--- config.mk ---
export PLATFORM = sky130hd
export DESIGN_NAME = rsc_reset_controller
export DESIGN_NICKNAME = d
export VERILOG_FILES = /design/src/rsc_pkg.sv /design/src/rsc_reset_controller.sv
export SDC_FILE = /design/constraint.sdc
export NUM_CORES = 1
export LEC_CHECK = 0
export ABC_AREA = 0
export BUFFER_PORTS_ARGS = -buffer_cell sky130_fd_sc_hd__buf_2
export CAP_MARGIN = 10
export CORE_ASPECT_RATIO = 0.8
export CORE_MARGIN = 1
export CORE_UTILIZATION = 45
export DETAILED_ROUTE_END_ITERATION = 10
export GPL_TIMING_DRIVEN = 0
export MAX_ROUTING_LAYER = met4
export PLACE_DENSITY = 0.62
export SYNTH_ARGS = -nofsm -noshare
export SYNTH_HDL_FRONTEND = slang
export SYNTH_SLANG_ARGS = --single-unit
--- constraint.sdc ---
create_clock -name mclk -period 2.8 [get_ports mclk]
set_input_delay 0.42 -clock mclk [delete_from_list [all_inputs] [get_ports mclk]]
set_output_delay 0.42 -clock mclk [all_outputs]
set_load 0.005 [all_outputs]
--- src/rsc_pkg.sv ---
// Purpose: Shared constants and types for the reset source controller
// Assumes: 200 MHz mclk, AXI4-Lite register access with 32-bit data
// Notes:   All offsets are byte addresses of aligned words
package rsc_pkg;

    ////////////////////////////////////////////////////////////////////////
    // Bus shape
    localparam int          AXI_AW         = 8;
    localparam int          AXI_DW         = 32;
    localparam logic [1:0]  RESP_OKAY      = 2'h0;
    localparam logic [1:0]  RESP_SLVERR    = 2'h2;

    // Register byte offsets
    localparam logic [AXI_AW-1:0] OFS_CAUSE   = 8'h00;
    localparam logic [AXI_AW-1:0] OFS_STATUS  = 8'h04;
    localparam logic [AXI_AW-1:0] OFS_CONTROL = 8'h08;

    // Cause flag field positions and reset value
    localparam int          FLAG_W         = 4;
    localparam int          BIT_SUPPLY     = 0;
    localparam int          BIT_PIN        = 1;
    localparam int          BIT_BROWNOUT   = 2;
    localparam int          BIT_WATCHDOG   = 3;
    localparam logic [FLAG_W-1:0] FLAGS_AT_POWERUP = 4'h1;

    // Status field positions
    localparam int          ST_BIT_HOLD    = 0;
    localparam int          ST_BIT_STATE   = 1;
    localparam int          ST_BIT_BO_EN   = 3;
    localparam int          ST_BIT_BG_EN   = 4;
    localparam int          ST_BIT_BG_OK   = 5;

    // Control field positions
    localparam int          CT_BIT_CMP_BG  = 0;

    // Brown-out trigger select codes
    localparam logic [2:0]  BO_SEL_OFF     = 3'h0;
    localparam logic [2:0]  BO_SEL_LVL_A   = 3'h7;
    localparam logic [2:0]  BO_SEL_LVL_B   = 3'h3;
    localparam logic [2:0]  BO_SEL_LVL_C   = 3'h2;
    localparam logic [2:0]  BO_SEL_LVL_D   = 3'h1;

    ////////////////////////////////////////////////////////////////////////
    // Timing
    localparam int          CLK_PERIOD_PS     = 5000;
    localparam int          BO_MIN_PULSE_NS   = 2000;
    localparam int          PIN_MIN_PULSE_NS  = 100;
    localparam int          BG_STARTUP_US     = 40;
    // Least times round up to whole cycles
    localparam int          BO_MIN_CYC  = (BO_MIN_PULSE_NS * 1000 + CLK_PERIOD_PS - 1) / CLK_PERIOD_PS;
    localparam int          PIN_MIN_CYC = (PIN_MIN_PULSE_NS * 1000 + CLK_PERIOD_PS - 1) / CLK_PERIOD_PS;
    localparam int          BG_START_CYC = (BG_STARTUP_US * 1000000 + CLK_PERIOD_PS - 1) / CLK_PERIOD_PS;
    localparam int          STRETCH_BASE_CYC = 1024;

    ////////////////////////////////////////////////////////////////////////
    // Types
    typedef enum logic [1:0] {
        ST_HOLD    = 2'h0,
        ST_STRETCH = 2'h1,
        ST_RUN     = 2'h3
    } rsc_state_e;

    typedef struct packed {
        logic                 awvalid;
        logic [AXI_AW-1:0]    awaddr;
        logic                 wvalid;
        logic [AXI_DW-1:0]    wdata;
        logic [AXI_DW/8-1:0]  wstrb;
        logic                 bready;
        logic                 arvalid;
        logic [AXI_AW-1:0]    araddr;
        logic                 rready;
    } rsc_axi_req_s;

    typedef struct packed {
        logic                 awready;
        logic                 wready;
        logic                 bvalid;
        logic [1:0]           bresp;
        logic                 arready;
        logic                 rvalid;
        logic [AXI_DW-1:0]    rdata;
        logic [1:0]           rresp;
    } rsc_axi_rsp_s;

endpackage : rsc_pkg

--- src/rsc_reset_controller.sv ---
// Purpose: Combines four reset sources, stretches the release, records the cause
// Assumes: All inputs synchronous to mclk; supply detector acts only on an mclk edge too
// Notes:   Pin pulse without a clock is caught only once mclk runs
`timescale 1ns/1ps

// How it works
// - Supply, pin, watchdog and brown-out sources all hold the core reset.
// - Pin low longer than minimum width forces reset; short pulses ignored.
// - Supply below threshold asserts reset at once, again on every fall.
// - Supply rising above threshold starts the stretch counter before release.
// - Pin returning high starts the stretch counter; release after time-out.
// - Enabled brown-out asserts reset after the minimum width; release after stretch time-out.
// - Brown-out dips shorter than the minimum detection width are ignored.
// - Trigger select 000 disables detector; four codes enable; rest reserved.
// - Watchdog expiry resets only while the watchdog is enabled.
// - Watchdog reset is a one-cycle pulse; stretch starts as it falls.
// - Watchdog flag set by watchdog reset; cleared by supply reset or write-zero.
// - Brown-out flag set by brown-out reset; cleared by supply reset or write-zero.
// - Pin flag set by pin reset; cleared by supply reset or write-zero.
// - Supply flag set by supply reset; cleared only by software write-zero.
// - Bandgap on when brown-out, comparator select, converter or DAC enabled.
// - Any active reset source clears the comparator select bit of the control register.
// - Stretch length picked by start-up and clock-source settings; then vector start.
module rsc_reset_controller #(
    parameter int CNT_W       = 24,
    parameter int STRETCH_CYC = rsc_pkg::STRETCH_BASE_CYC,
    parameter int BO_CYC      = rsc_pkg::BO_MIN_CYC,
    parameter int PIN_CYC     = rsc_pkg::PIN_MIN_CYC,
    parameter int BG_CYC      = rsc_pkg::BG_START_CYC
) (
    input  wire logic                  mclk,
    input  wire logic                  reset_n,
    input  wire logic                  ce,
    input  wire logic                  supply_below,
    input  wire logic                  reset_pin_n,
    input  wire logic                  wdt_expire,
    input  wire logic                  wdt_enable,
    input  wire logic                  brownout_below,
    input  wire logic [2:0]            brownout_trigger_select,
    input  wire logic [1:0]            startup_time_setting,
    input  wire logic                  clock_source_setting,
    input  wire logic                  converter_enable,
    input  wire logic                  dac_enable,
    input  wire rsc_pkg::rsc_axi_req_s axi_req,
    output rsc_pkg::rsc_axi_rsp_s      axi_rsp,
    output logic                       core_reset,
    output logic                       start_at_vector,
    output logic                       brownout_detector_enable,
    output logic                       bandgap_enable
);
    import rsc_pkg::*;

    ////////////////////////////////////////////////////////////////////////
    // State
    rsc_state_e         state, next_state;
    logic [CNT_W-1:0]   stretch_cnt, next_stretch_cnt;
    logic [CNT_W-1:0]   pin_cnt, next_pin_cnt;
    logic [CNT_W-1:0]   bo_cnt, next_bo_cnt;
    logic [CNT_W-1:0]   bg_cnt, next_bg_cnt;
    logic               pin_active, next_pin_active;
    logic               bo_active, next_bo_active;
    logic               wdt_pulse, next_wdt_pulse;
    logic               next_core_reset, next_start_at_vector;
    logic               next_bo_det_en, next_bandgap_enable;
    logic [FLAG_W-1:0]  cause_flags, next_cause_flags;
    logic               cmp_bg_sel, next_cmp_bg_sel;
    logic               aw_held, next_aw_held;
    logic               w_held, next_w_held;
    logic [AXI_AW-1:0]  wr_addr, next_wr_addr;
    logic [AXI_DW-1:0]  wr_data, next_wr_data;
    logic [AXI_DW/8-1:0] wr_strb, next_wr_strb;
    rsc_axi_rsp_s       next_axi_rsp;

    logic               bo_enabled;
    logic               any_source;
    logic [2:0]         stretch_shift;
    logic [CNT_W-1:0]   stretch_load;
    logic               do_write;
    logic [AXI_DW-1:0]  rd_word;
    logic               rd_hit;

    ////////////////////////////////////////////////////////////////////////
    // Source qualification
    // Reserved select codes are treated as disabled, never as a guess
    always_comb begin
        bo_enabled = (brownout_trigger_select == BO_SEL_LVL_A) ||
                     (brownout_trigger_select == BO_SEL_LVL_B) ||
                     (brownout_trigger_select == BO_SEL_LVL_C) ||
                     (brownout_trigger_select == BO_SEL_LVL_D);
    end

    // Width filters: a source counts only after its low has lasted
    always_comb begin
        next_pin_cnt    = '0;
        next_pin_active = 1'b0;
        if (!reset_pin_n) begin
            next_pin_cnt    = pin_cnt;
            next_pin_active = pin_active;
            if (pin_cnt == CNT_W'(PIN_CYC)) begin
                next_pin_active = 1'b1;
            end else begin
                next_pin_cnt = pin_cnt + CNT_W'(1);
            end
        end
        next_bo_cnt    = '0;
        next_bo_active = 1'b0;
        if (bo_enabled && brownout_below) begin
            next_bo_cnt    = bo_cnt;
            next_bo_active = bo_active;
            if (bo_cnt == CNT_W'(BO_CYC)) begin
                next_bo_active = 1'b1;
            end else begin
                next_bo_cnt = bo_cnt + CNT_W'(1);
            end
        end
        next_wdt_pulse = wdt_expire && wdt_enable && !wdt_pulse;
    end

    ////////////////////////////////////////////////////////////////////////
    // Reset sequencing
    // Shift grows the stretch with slower start-up and clock choices
    always_comb begin
        stretch_shift = {clock_source_setting, startup_time_setting};
        stretch_load  = CNT_W'(STRETCH_CYC) << stretch_shift;
        any_source    = supply_below || pin_active || bo_active || wdt_pulse;
    end

    always_comb begin
        next_state           = state;
        next_stretch_cnt     = stretch_cnt;
        next_start_at_vector = 1'b0;
        case (state)
            ST_HOLD: begin
                // Leaves hold once the last source is gone, incl. pulse fall
                if (!any_source) begin
                    next_state       = ST_STRETCH;
                    next_stretch_cnt = stretch_load;
                end
            end
            ST_STRETCH: begin
                if (any_source) begin
                    next_state = ST_HOLD;
                end else if (stretch_cnt == '0) begin
                    next_state           = ST_RUN;
                    next_start_at_vector = 1'b1;
                end else begin
                    next_stretch_cnt = stretch_cnt - CNT_W'(1);
                end
            end
            ST_RUN: begin
                if (any_source) begin
                    next_state = ST_HOLD;
                end
            end
            default: begin
                next_state = ST_HOLD;
            end
        endcase
        // Core held from the next edge after a source appears, no waiting on state
        next_core_reset = any_source || (next_state != ST_RUN);
    end

    ////////////////////////////////////////////////////////////////////////
    // Bandgap reference request
    always_comb begin
        next_bo_det_en      = bo_enabled;
        next_bandgap_enable = bo_enabled || cmp_bg_sel ||
                              converter_enable || dac_enable;
        // Settle counter lets software see when analog results are usable
        next_bg_cnt = '0;
        if (bandgap_enable) begin
            next_bg_cnt = (bg_cnt == CNT_W'(BG_CYC)) ? bg_cnt : bg_cnt + CNT_W'(1);
        end
    end

    ////////////////////////////////////////////////////////////////////////
    // AXI4-Lite slave
    always_comb begin
        rd_word = '0;
        rd_hit  = 1'b1;
        if (axi_req.araddr == OFS_CAUSE) begin
            rd_word[FLAG_W-1:0] = cause_flags;
        end else if (axi_req.araddr == OFS_STATUS) begin
            rd_word[ST_BIT_HOLD]           = core_reset;
            rd_word[ST_BIT_STATE +: 2]     = state;
            rd_word[ST_BIT_BO_EN]          = brownout_detector_enable;
            rd_word[ST_BIT_BG_EN]          = bandgap_enable;
            rd_word[ST_BIT_BG_OK]          = (bg_cnt == CNT_W'(BG_CYC));
        end else if (axi_req.araddr == OFS_CONTROL) begin
            rd_word[CT_BIT_CMP_BG]         = cmp_bg_sel;
        end else begin
            rd_hit = 1'b0;
        end
    end

    // Address and data are taken in either order, write runs once both held
    always_comb begin
        next_axi_rsp = axi_rsp;
        next_aw_held = aw_held;
        next_w_held  = w_held;
        next_wr_addr = wr_addr;
        next_wr_data = wr_data;
        next_wr_strb = wr_strb;
        do_write     = aw_held && w_held && !axi_rsp.bvalid;
        if (axi_rsp.awready && axi_req.awvalid) begin
            next_aw_held = 1'b1;
            next_wr_addr = axi_req.awaddr;
        end
        if (axi_rsp.wready && axi_req.wvalid) begin
            next_w_held  = 1'b1;
            next_wr_data = axi_req.wdata;
            next_wr_strb = axi_req.wstrb;
        end
        if (axi_rsp.bvalid && axi_req.bready) begin
            next_axi_rsp.bvalid = 1'b0;
        end
        if (do_write) begin
            next_aw_held        = 1'b0;
            next_w_held         = 1'b0;
            next_axi_rsp.bvalid = 1'b1;
            next_axi_rsp.bresp  = ((wr_addr == OFS_CAUSE) || (wr_addr == OFS_STATUS) ||
                                   (wr_addr == OFS_CONTROL)) ? RESP_OKAY : RESP_SLVERR;
        end
        next_axi_rsp.awready = !next_aw_held && !next_axi_rsp.bvalid;
        next_axi_rsp.wready  = !next_w_held && !next_axi_rsp.bvalid;
        if (axi_rsp.rvalid && axi_req.rready) begin
            next_axi_rsp.rvalid = 1'b0;
        end
        if (axi_rsp.arready && axi_req.arvalid) begin
            next_axi_rsp.rvalid = 1'b1;
            next_axi_rsp.rdata  = rd_word;
            next_axi_rsp.rresp  = rd_hit ? RESP_OKAY : RESP_SLVERR;
        end
        next_axi_rsp.arready = !next_axi_rsp.rvalid;
    end

    ////////////////////////////////////////////////////////////////////////
    // Cause flags and control register
    // Hardware set wins over a software clear landing in the same cycle
    always_comb begin
        next_cause_flags = cause_flags;
        next_cmp_bg_sel  = cmp_bg_sel;
        if (do_write && (wr_addr == OFS_CAUSE) && wr_strb[0]) begin
            next_cause_flags = cause_flags & wr_data[FLAG_W-1:0];
        end
        if (do_write && (wr_addr == OFS_CONTROL) && wr_strb[0]) begin
            next_cmp_bg_sel = wr_data[CT_BIT_CMP_BG];
        end
        if (supply_below) begin
            next_cause_flags = FLAGS_AT_POWERUP;
        end else begin
            // Flags accumulate until software clears them
            next_cause_flags[BIT_PIN]      = next_cause_flags[BIT_PIN] | pin_active;
            next_cause_flags[BIT_BROWNOUT] = next_cause_flags[BIT_BROWNOUT] | bo_active;
            next_cause_flags[BIT_WATCHDOG] = next_cause_flags[BIT_WATCHDOG] | wdt_pulse;
        end
        if (any_source) begin
            next_cmp_bg_sel = 1'b0;
        end
    end

    ////////////////////////////////////////////////////////////////////////
    // Registers
    always_ff @(posedge mclk) begin
        if (!reset_n) begin
            state                    <= ST_HOLD;
            stretch_cnt              <= '0;
            pin_cnt                  <= '0;
            bo_cnt                   <= '0;
            bg_cnt                   <= '0;
            pin_active               <= 1'b0;
            bo_active                <= 1'b0;
            wdt_pulse                <= 1'b0;
            core_reset               <= 1'b1;
            start_at_vector          <= 1'b0;
            brownout_detector_enable <= 1'b0;
            bandgap_enable           <= 1'b0;
            cause_flags              <= FLAGS_AT_POWERUP;
            cmp_bg_sel               <= 1'b0;
            aw_held                  <= 1'b0;
            w_held                   <= 1'b0;
            wr_addr                  <= '0;
            wr_data                  <= '0;
            wr_strb                  <= '0;
            axi_rsp                  <= '0;
        end else if (ce) begin
            state                    <= next_state;
            stretch_cnt              <= next_stretch_cnt;
            pin_cnt                  <= next_pin_cnt;
            bo_cnt                   <= next_bo_cnt;
            bg_cnt                   <= next_bg_cnt;
            pin_active               <= next_pin_active;
            bo_active                <= next_bo_active;
            wdt_pulse                <= next_wdt_pulse;
            core_reset               <= next_core_reset;
            start_at_vector          <= next_start_at_vector;
            brownout_detector_enable <= next_bo_det_en;
            bandgap_enable           <= next_bandgap_enable;
            cause_flags              <= next_cause_flags;
            cmp_bg_sel               <= next_cmp_bg_sel;
            aw_held                  <= next_aw_held;
            w_held                   <= next_w_held;
            wr_addr                  <= next_wr_addr;
            wr_data                  <= next_wr_data;
            wr_strb                  <= next_wr_strb;
            axi_rsp                  <= next_axi_rsp;
        end
    end

endmodule : rsc_reset_controller

* Word-level counts from Yosys, hierarchy flattened *
Index checks and enable logic that the tools add are counted.

storage, ports and cells
  flip-flop bits (word level) = 140
  latch bits = 0
  RAM bits = 0
  memory bits (read-only) = 0
  input bits = 73
  output and inout port bits = 45
  logic and storage cells = 157
  memories kept = 0

operators by class
  $add $sub $neg = 4
  $mul = 0
  divide/modulo/power cells = 0
  $lt $le $gt $ge = 0
  eq/ne operators = 21
  shifts and indexed selects = 1
  muxes and demuxes = 45
  bitwise gates (word level) = 4
  reduce and logical (&&, ||, !) cells = 54

operator list
  cell                                                   count
  2-to-1 mux 24 bit                                      9
  adder 24 x 1 -> 24 bit, second input constant          3
  case mux 24 bit (2 select lines)                       1
  2-to-1 mux 35 bit                                      1
  equality test 24 x 13 -> 1 bit, second input constant  1
  equality test 24 x 5 -> 1 bit, second input constant   1
  equality test 24 x 9 -> 1 bit, second input constant   1
  logical NOT 24 bit                                     1
  << shifter 11 x 3 -> 24 bit, first input constant      1
  subtractor 24 x 1 -> 24 bit, second input constant     1
  AND reduction 2 bit                                    11
  2-to-1 mux 1 bit                                       21
  equality test 8 x 3 -> 1 bit, second input constant    2
  equality test 8 x 4 -> 1 bit, second input constant    2
  logical AND 1 bit                                      16
  logical NOT 8 bit                                      2
  2-to-1 mux 2 bit                                       7
  != test 2 bit, second input constant                   7
  logical OR 1 bit                                       12
  2-to-1 mux 4 bit                                       2
  nonzero test 2 bit                                     4
  equality test 3 x 2 -> 1 bit, second input constant    2
  logical NOT 1 bit                                      6
  2-to-1 mux 3 bit                                       2
  11 further kinds                                       13

* Depth between registers and ports, before layout *
  word-level depth = 7
  depth in mapped cells = 8
  depth with buffers taken out = 7

* Least setup slack after synthesis *
OpenSTA, ideal clock, no wires.

  kind = register to register
  from = reg stretch_cnt[0]
  to = reg stretch_cnt[22]
  library setup time = 59 ps
  arrival time = 1,969 ps
  required time = 2,741 ps
  slack = 772 ps
  stages on the path, launching flop included = 8
  path buffers = 0
  period minus slack after synthesis = 2,028 ps
  cells stage by stage = dfxtp_1 -> inv_1 -> ha_1 -> nor4b_2 -> nand4_2 -> or3_1 -> or4_1 -> nand2_1

between the ends
  word-level cells in the longest chain between the ends = 4
  elaborated cells on any way between the ends = 7
  those cells by class = add/sub (1); eq/ne (1); mux (3); reduce/logical (2)

RTL lines
  element                           RTL line                     text
  start, declared                   rsc_reset_controller.sv:56   logic [CNT_W-1:0] stretch_cnt, next_stretch_cnt;
  start signal, assigned            rsc_reset_controller.sv:288  stretch_cnt <= next_stretch_cnt;
  subtractor 24 x 1 -> 24 bit       rsc_reset_controller.sv:147  next_stretch_cnt = stretch_cnt - CNT_W'(1);
  2-to-1 mux 24 bit                 rsc_reset_controller.sv:143  end else if (stretch_cnt == '0) begin
  2-to-1 mux 24 bit                 rsc_reset_controller.sv:141  if (any_source) begin
  case mux 24 bit (2 select lines)  rsc_reset_controller.sv:132  case (state)

Several ways; a longest one is shown, not always the timed one. The select of a mux whose other input is x is not followed.
A chain may end at the register's enable or synchronous reset.

* Final worst setup path *
  from = reg stretch_cnt[0]
  to = reg stretch_cnt[4]

Same word-level chain as after synthesis.

==> run_results.csv <==
group,metric,value,unit
run_status,run_status,"finished, final reports clean",
sta,setup_slack,0.2750,ns
layout,drive_above_1_share,14.97,%
logic_synthesis,synth-seq-cells,138,
floorplan,placementRows,39,
clock_network,cts_max_path_buffers,2,
power,static-leakage-power,3.060,nW
logic_synthesis,synth.largest_area_cell,"dfxtp_1",
sta,worstMarginPinSlew,1.158,ns
clock_network,number_of_hold_buffers_added_after_cts,0,
layout,ant_cells,0,
min_path,worstHoldPathType,"in2reg",
floorplan,die-width,139.9,microns
min_path,holdCritStartpoint,"axi_req[50]",
logic_synthesis,synth_most_common_cell,"dfxtp_1",
routing,vias_after_detailed_routing,6426,
logic_synthesis,ys_top_cells_by_area,"dfxtp_1 (40%), nor2_1 (4.9%), a21oi_1 (4.9%)",
logic_synthesis,netlist_top_cells_count,"dfxtp_1 (138), nor2_1 (90), nand2_1 (74)",
layout,num-nets-final,1009,
sta,slew_headroom,22.07,%
layout,utilization,55.84,%
sta,setup_tns_final,0,ns
clock_network,cts-root-buf,"clkbuf_16",
clock_network,post_cts_resized,0,
critical_path,worstPathMaxFanout,10,
sta,final_hold_violation_count,0,
sta,rsz_0062_raised_after_global_routing,"no",
critical_path,crit_slowest_cell,"nor4b_2",
grt,grt_start_max_net_pins,17,
critical_path,cp_data_required_time,3.09,ns
routing,routed_via_density,5.707,
logic_synthesis,synth-async-reset-ratio,0,%
floorplan,initial_core_util,47.06,%
clock_network,clock_latency_at_the_later_pin_of_the_worst_skew_pair,0.42,ns
critical_path,critical_path.cell_chain,"inv_1 > ha_1 > nor4b_2 > nand4_2 > clkbuf_1 > o2111ai_1 > xor2_1 > nor2_1",
sta,timing.clock.skew,0.01009,ns
placed_design,final_gp_congestion,0.8673,
sta,drv_slew,0,
critical_path,critPathKind,"reg2reg",
routing,postRouteAntennaNets,0,
floorplan,boundaryPins,118,
sta,period_minus_slack,2.525,ns
sta,timing.final.crit_share,90.18,%
clock_network,cts_num_sinks,138,
power,peakVddDrop,0.4205,mV
critical_path,arrival,2.82,ns
logic_synthesis,syn-mean-instance-area,8.264,sq um
flow_run,maxcap_viol_count,0,
logic_synthesis,yosys_most_used_dff,"dfxtp_1",
routing,drt-wirelength-per-cell,15.58,microns
logic_synthesis,netlist_area_before_placement,6843,sq um
sta,max_clock_freq,396.0,MHz
routing,post-route-drc-count,0,
min_path,cell_count_of_the_worst_hold_path,3,
sta,finalSetupViolations,0,
clock_network,cts_inserted_buffers,17,
placed_design,place_ws,0.1123,ns
clock_network,clock_tree.htree_level_count,4,
critical_path,r2r_start,"stretch_cnt[0]",
logic_synthesis,synth-warning-count,0,
logic_synthesis,synth-seq-area-share,40.37,%
logic_synthesis,yosysUniqueCellTypes,70,
routing,drt_first_pass_iters,5,
clock_network,cts_tree,"built",
clock_network,cts_post_setup_buffers_inserted,0,
floorplan,floorplan.core_area,14540,sq um
grt,overflow,0,
critical_path,critical_path.reg2reg.endpoint,"stretch_cnt[4]",
power,cellPowerDensity,662.6,nW/um^2
floorplan,die_y,112.3,microns
critical_path,end_kind,"flip-flop",
grt,first_global_vias,5651,
min_path,min_to,"wr_addr[2]",
placed_design,hpwl,12620,microns
routing,totalWireLength,17550,microns
critical_path,worst_path_largest_cell_delay,0.53,ns
floorplan,fp.dieArea,15710,sq um
layout,layout-area-overhead-vs-synth,18.67,%
critical_path,timing.critical_path.from_type,"flip-flop",
layout,fill_count,1294,
routing,drt_iter0_markers,415,
critical_path,rrSetupSlack,0.27,ns
grt,antenna_found_initial,0,
placed_design,place.port_buffers,54,
logic_synthesis,synth_enable_flop_cells,0,
logic_synthesis,netlist.area_leader.share,40.37,%
critical_path,reg2reg_depth,8,
logic_synthesis,netlist_instances,828,
grt,grt_use_total,23.36,%
clock_network,clk_pin_slew,0.06,ns
grt,grt_first_pass_wirelength,28360,microns
layout make-up:
| cell class | count | area (sq um) | area share (%) |
|---|---|---|---|
| plain buffers | 63 | 361.6 | 4.453 |
| clock buffers | 21 | 480.5 | 5.917 |
| clock inverters | 11 | 190.2 | 2.342 |
| inverters | 24 | 90.09 | 1.109 |
| multi-input cells | 630 | 3730 | 45.93 |
| flip-flops and latches | 138 | 2763 | 34.02 |
| well taps | 184 | 230.2 | 2.835 |
| repair buffers | 55 | 275.3 | 3.390 |
how the worst max path moves through the flow:
stage,from,end,slack (ns),cells after the start
after global placement,ce,bo_cnt[20],0.21,7
after CTS,stretch_cnt[0],stretch_cnt[4],0.31,8
after global routing,stretch_cnt[0],stretch_cnt[4],0.07,8
after detailed placement,ce,wr_strb[0],0.11,7
after floorplan,stretch_cnt[0],stretch_cnt[22],0.77,7
final,stretch_cnt[0],stretch_cnt[4],0.27,8
through the flow:
step	power [mW]	area [sq um]	hold WS, ns	cells
after floorplan	2.664	6944	0.4308	855
after CTS	5.393	8120	0.2249	1126
final	5.380	8120	0.2381	1126
after global routing	5.591	8120	0.2467	1126
after global placement	2.864	7445	0.4351	1093
after detailed placement	2.880	7450	0.4475	1094
layout by cell type, fill, tap and decap left out, types with 5 or more instances in the layout:
master     count
a21oi_1       67
and3_1        11
and4_1         6
buf_2         56
buf_4         29
bufinv_16      5
clkbuf_1      28
clkbuf_16     17
conb_1        28
dfxtp_1      138
ha_1           7
inv_1         23
mux2i_1        9
nand2_1       74
nand3_1       35
nand4_1       39
nand4b_1       5
nor2_1        90
nor3_1        26
nor4_1        20
nor4b_1        5
o211ai_1       9
o21a_1         5
o21ai_0       33
o31ai_1        7
or3_1         25
or4_1         11
xnor2_1       18
xor2_1        34
cells by family after synthesis:
| group | count (synthesis) | synth area share (%) |
|---|---|---|
| multiplexers | 12 | 1.810 |
| buffers and inverters | 87 | 6.601 |
| adder cells (fa/ha/maj) | 7 | 1.280 |
| other | 1 | 0.05480 |
| AO/OA/AOI/OAI | 158 | 14.39 |
| flip-flops | 138 | 40.37 |
| AND/OR/NAND/NOR | 373 | 28.83 |
| XOR/XNOR | 52 | 6.656 |
power by group:
group          internal [mW]  switching [mW]
logic                  0.283           0.482
registers               2.02          0.0678
clock network           1.67           0.850
total                   3.98            1.40
critical path: cells and delay by family, from the launching register on:
kind	cells	cell delay [ns]
xor gates and xnor gates	1	0.19
buffers and inverters	2	0.43
and+or+nand+nor	3	0.98
DFF	1	0.32
AOI/OAI and AO/OA	1	0.29
adders and majority gates	1	0.20
metal layers:
layer  GRT usage (%)  up-vias  wire, microns
li1                -     3151              -
met1           32.06     3058           8781
met2           34.80      206           7570
met3           5.589       11           1098
met4           4.982        0             96
met5               -        -              0
sequential cells by signal, indices dropped and copies added, names as in the netlist, 2 cells and up:
signal / count
cause_flags: 4
bo_cnt: 24
pin_cnt: 24
state: 2
bg_cnt: 24
wr_addr: 8
wr_data: 4
axi_rsp: 13
stretch_cnt: 24
Power figures use the tool's default switching activity.
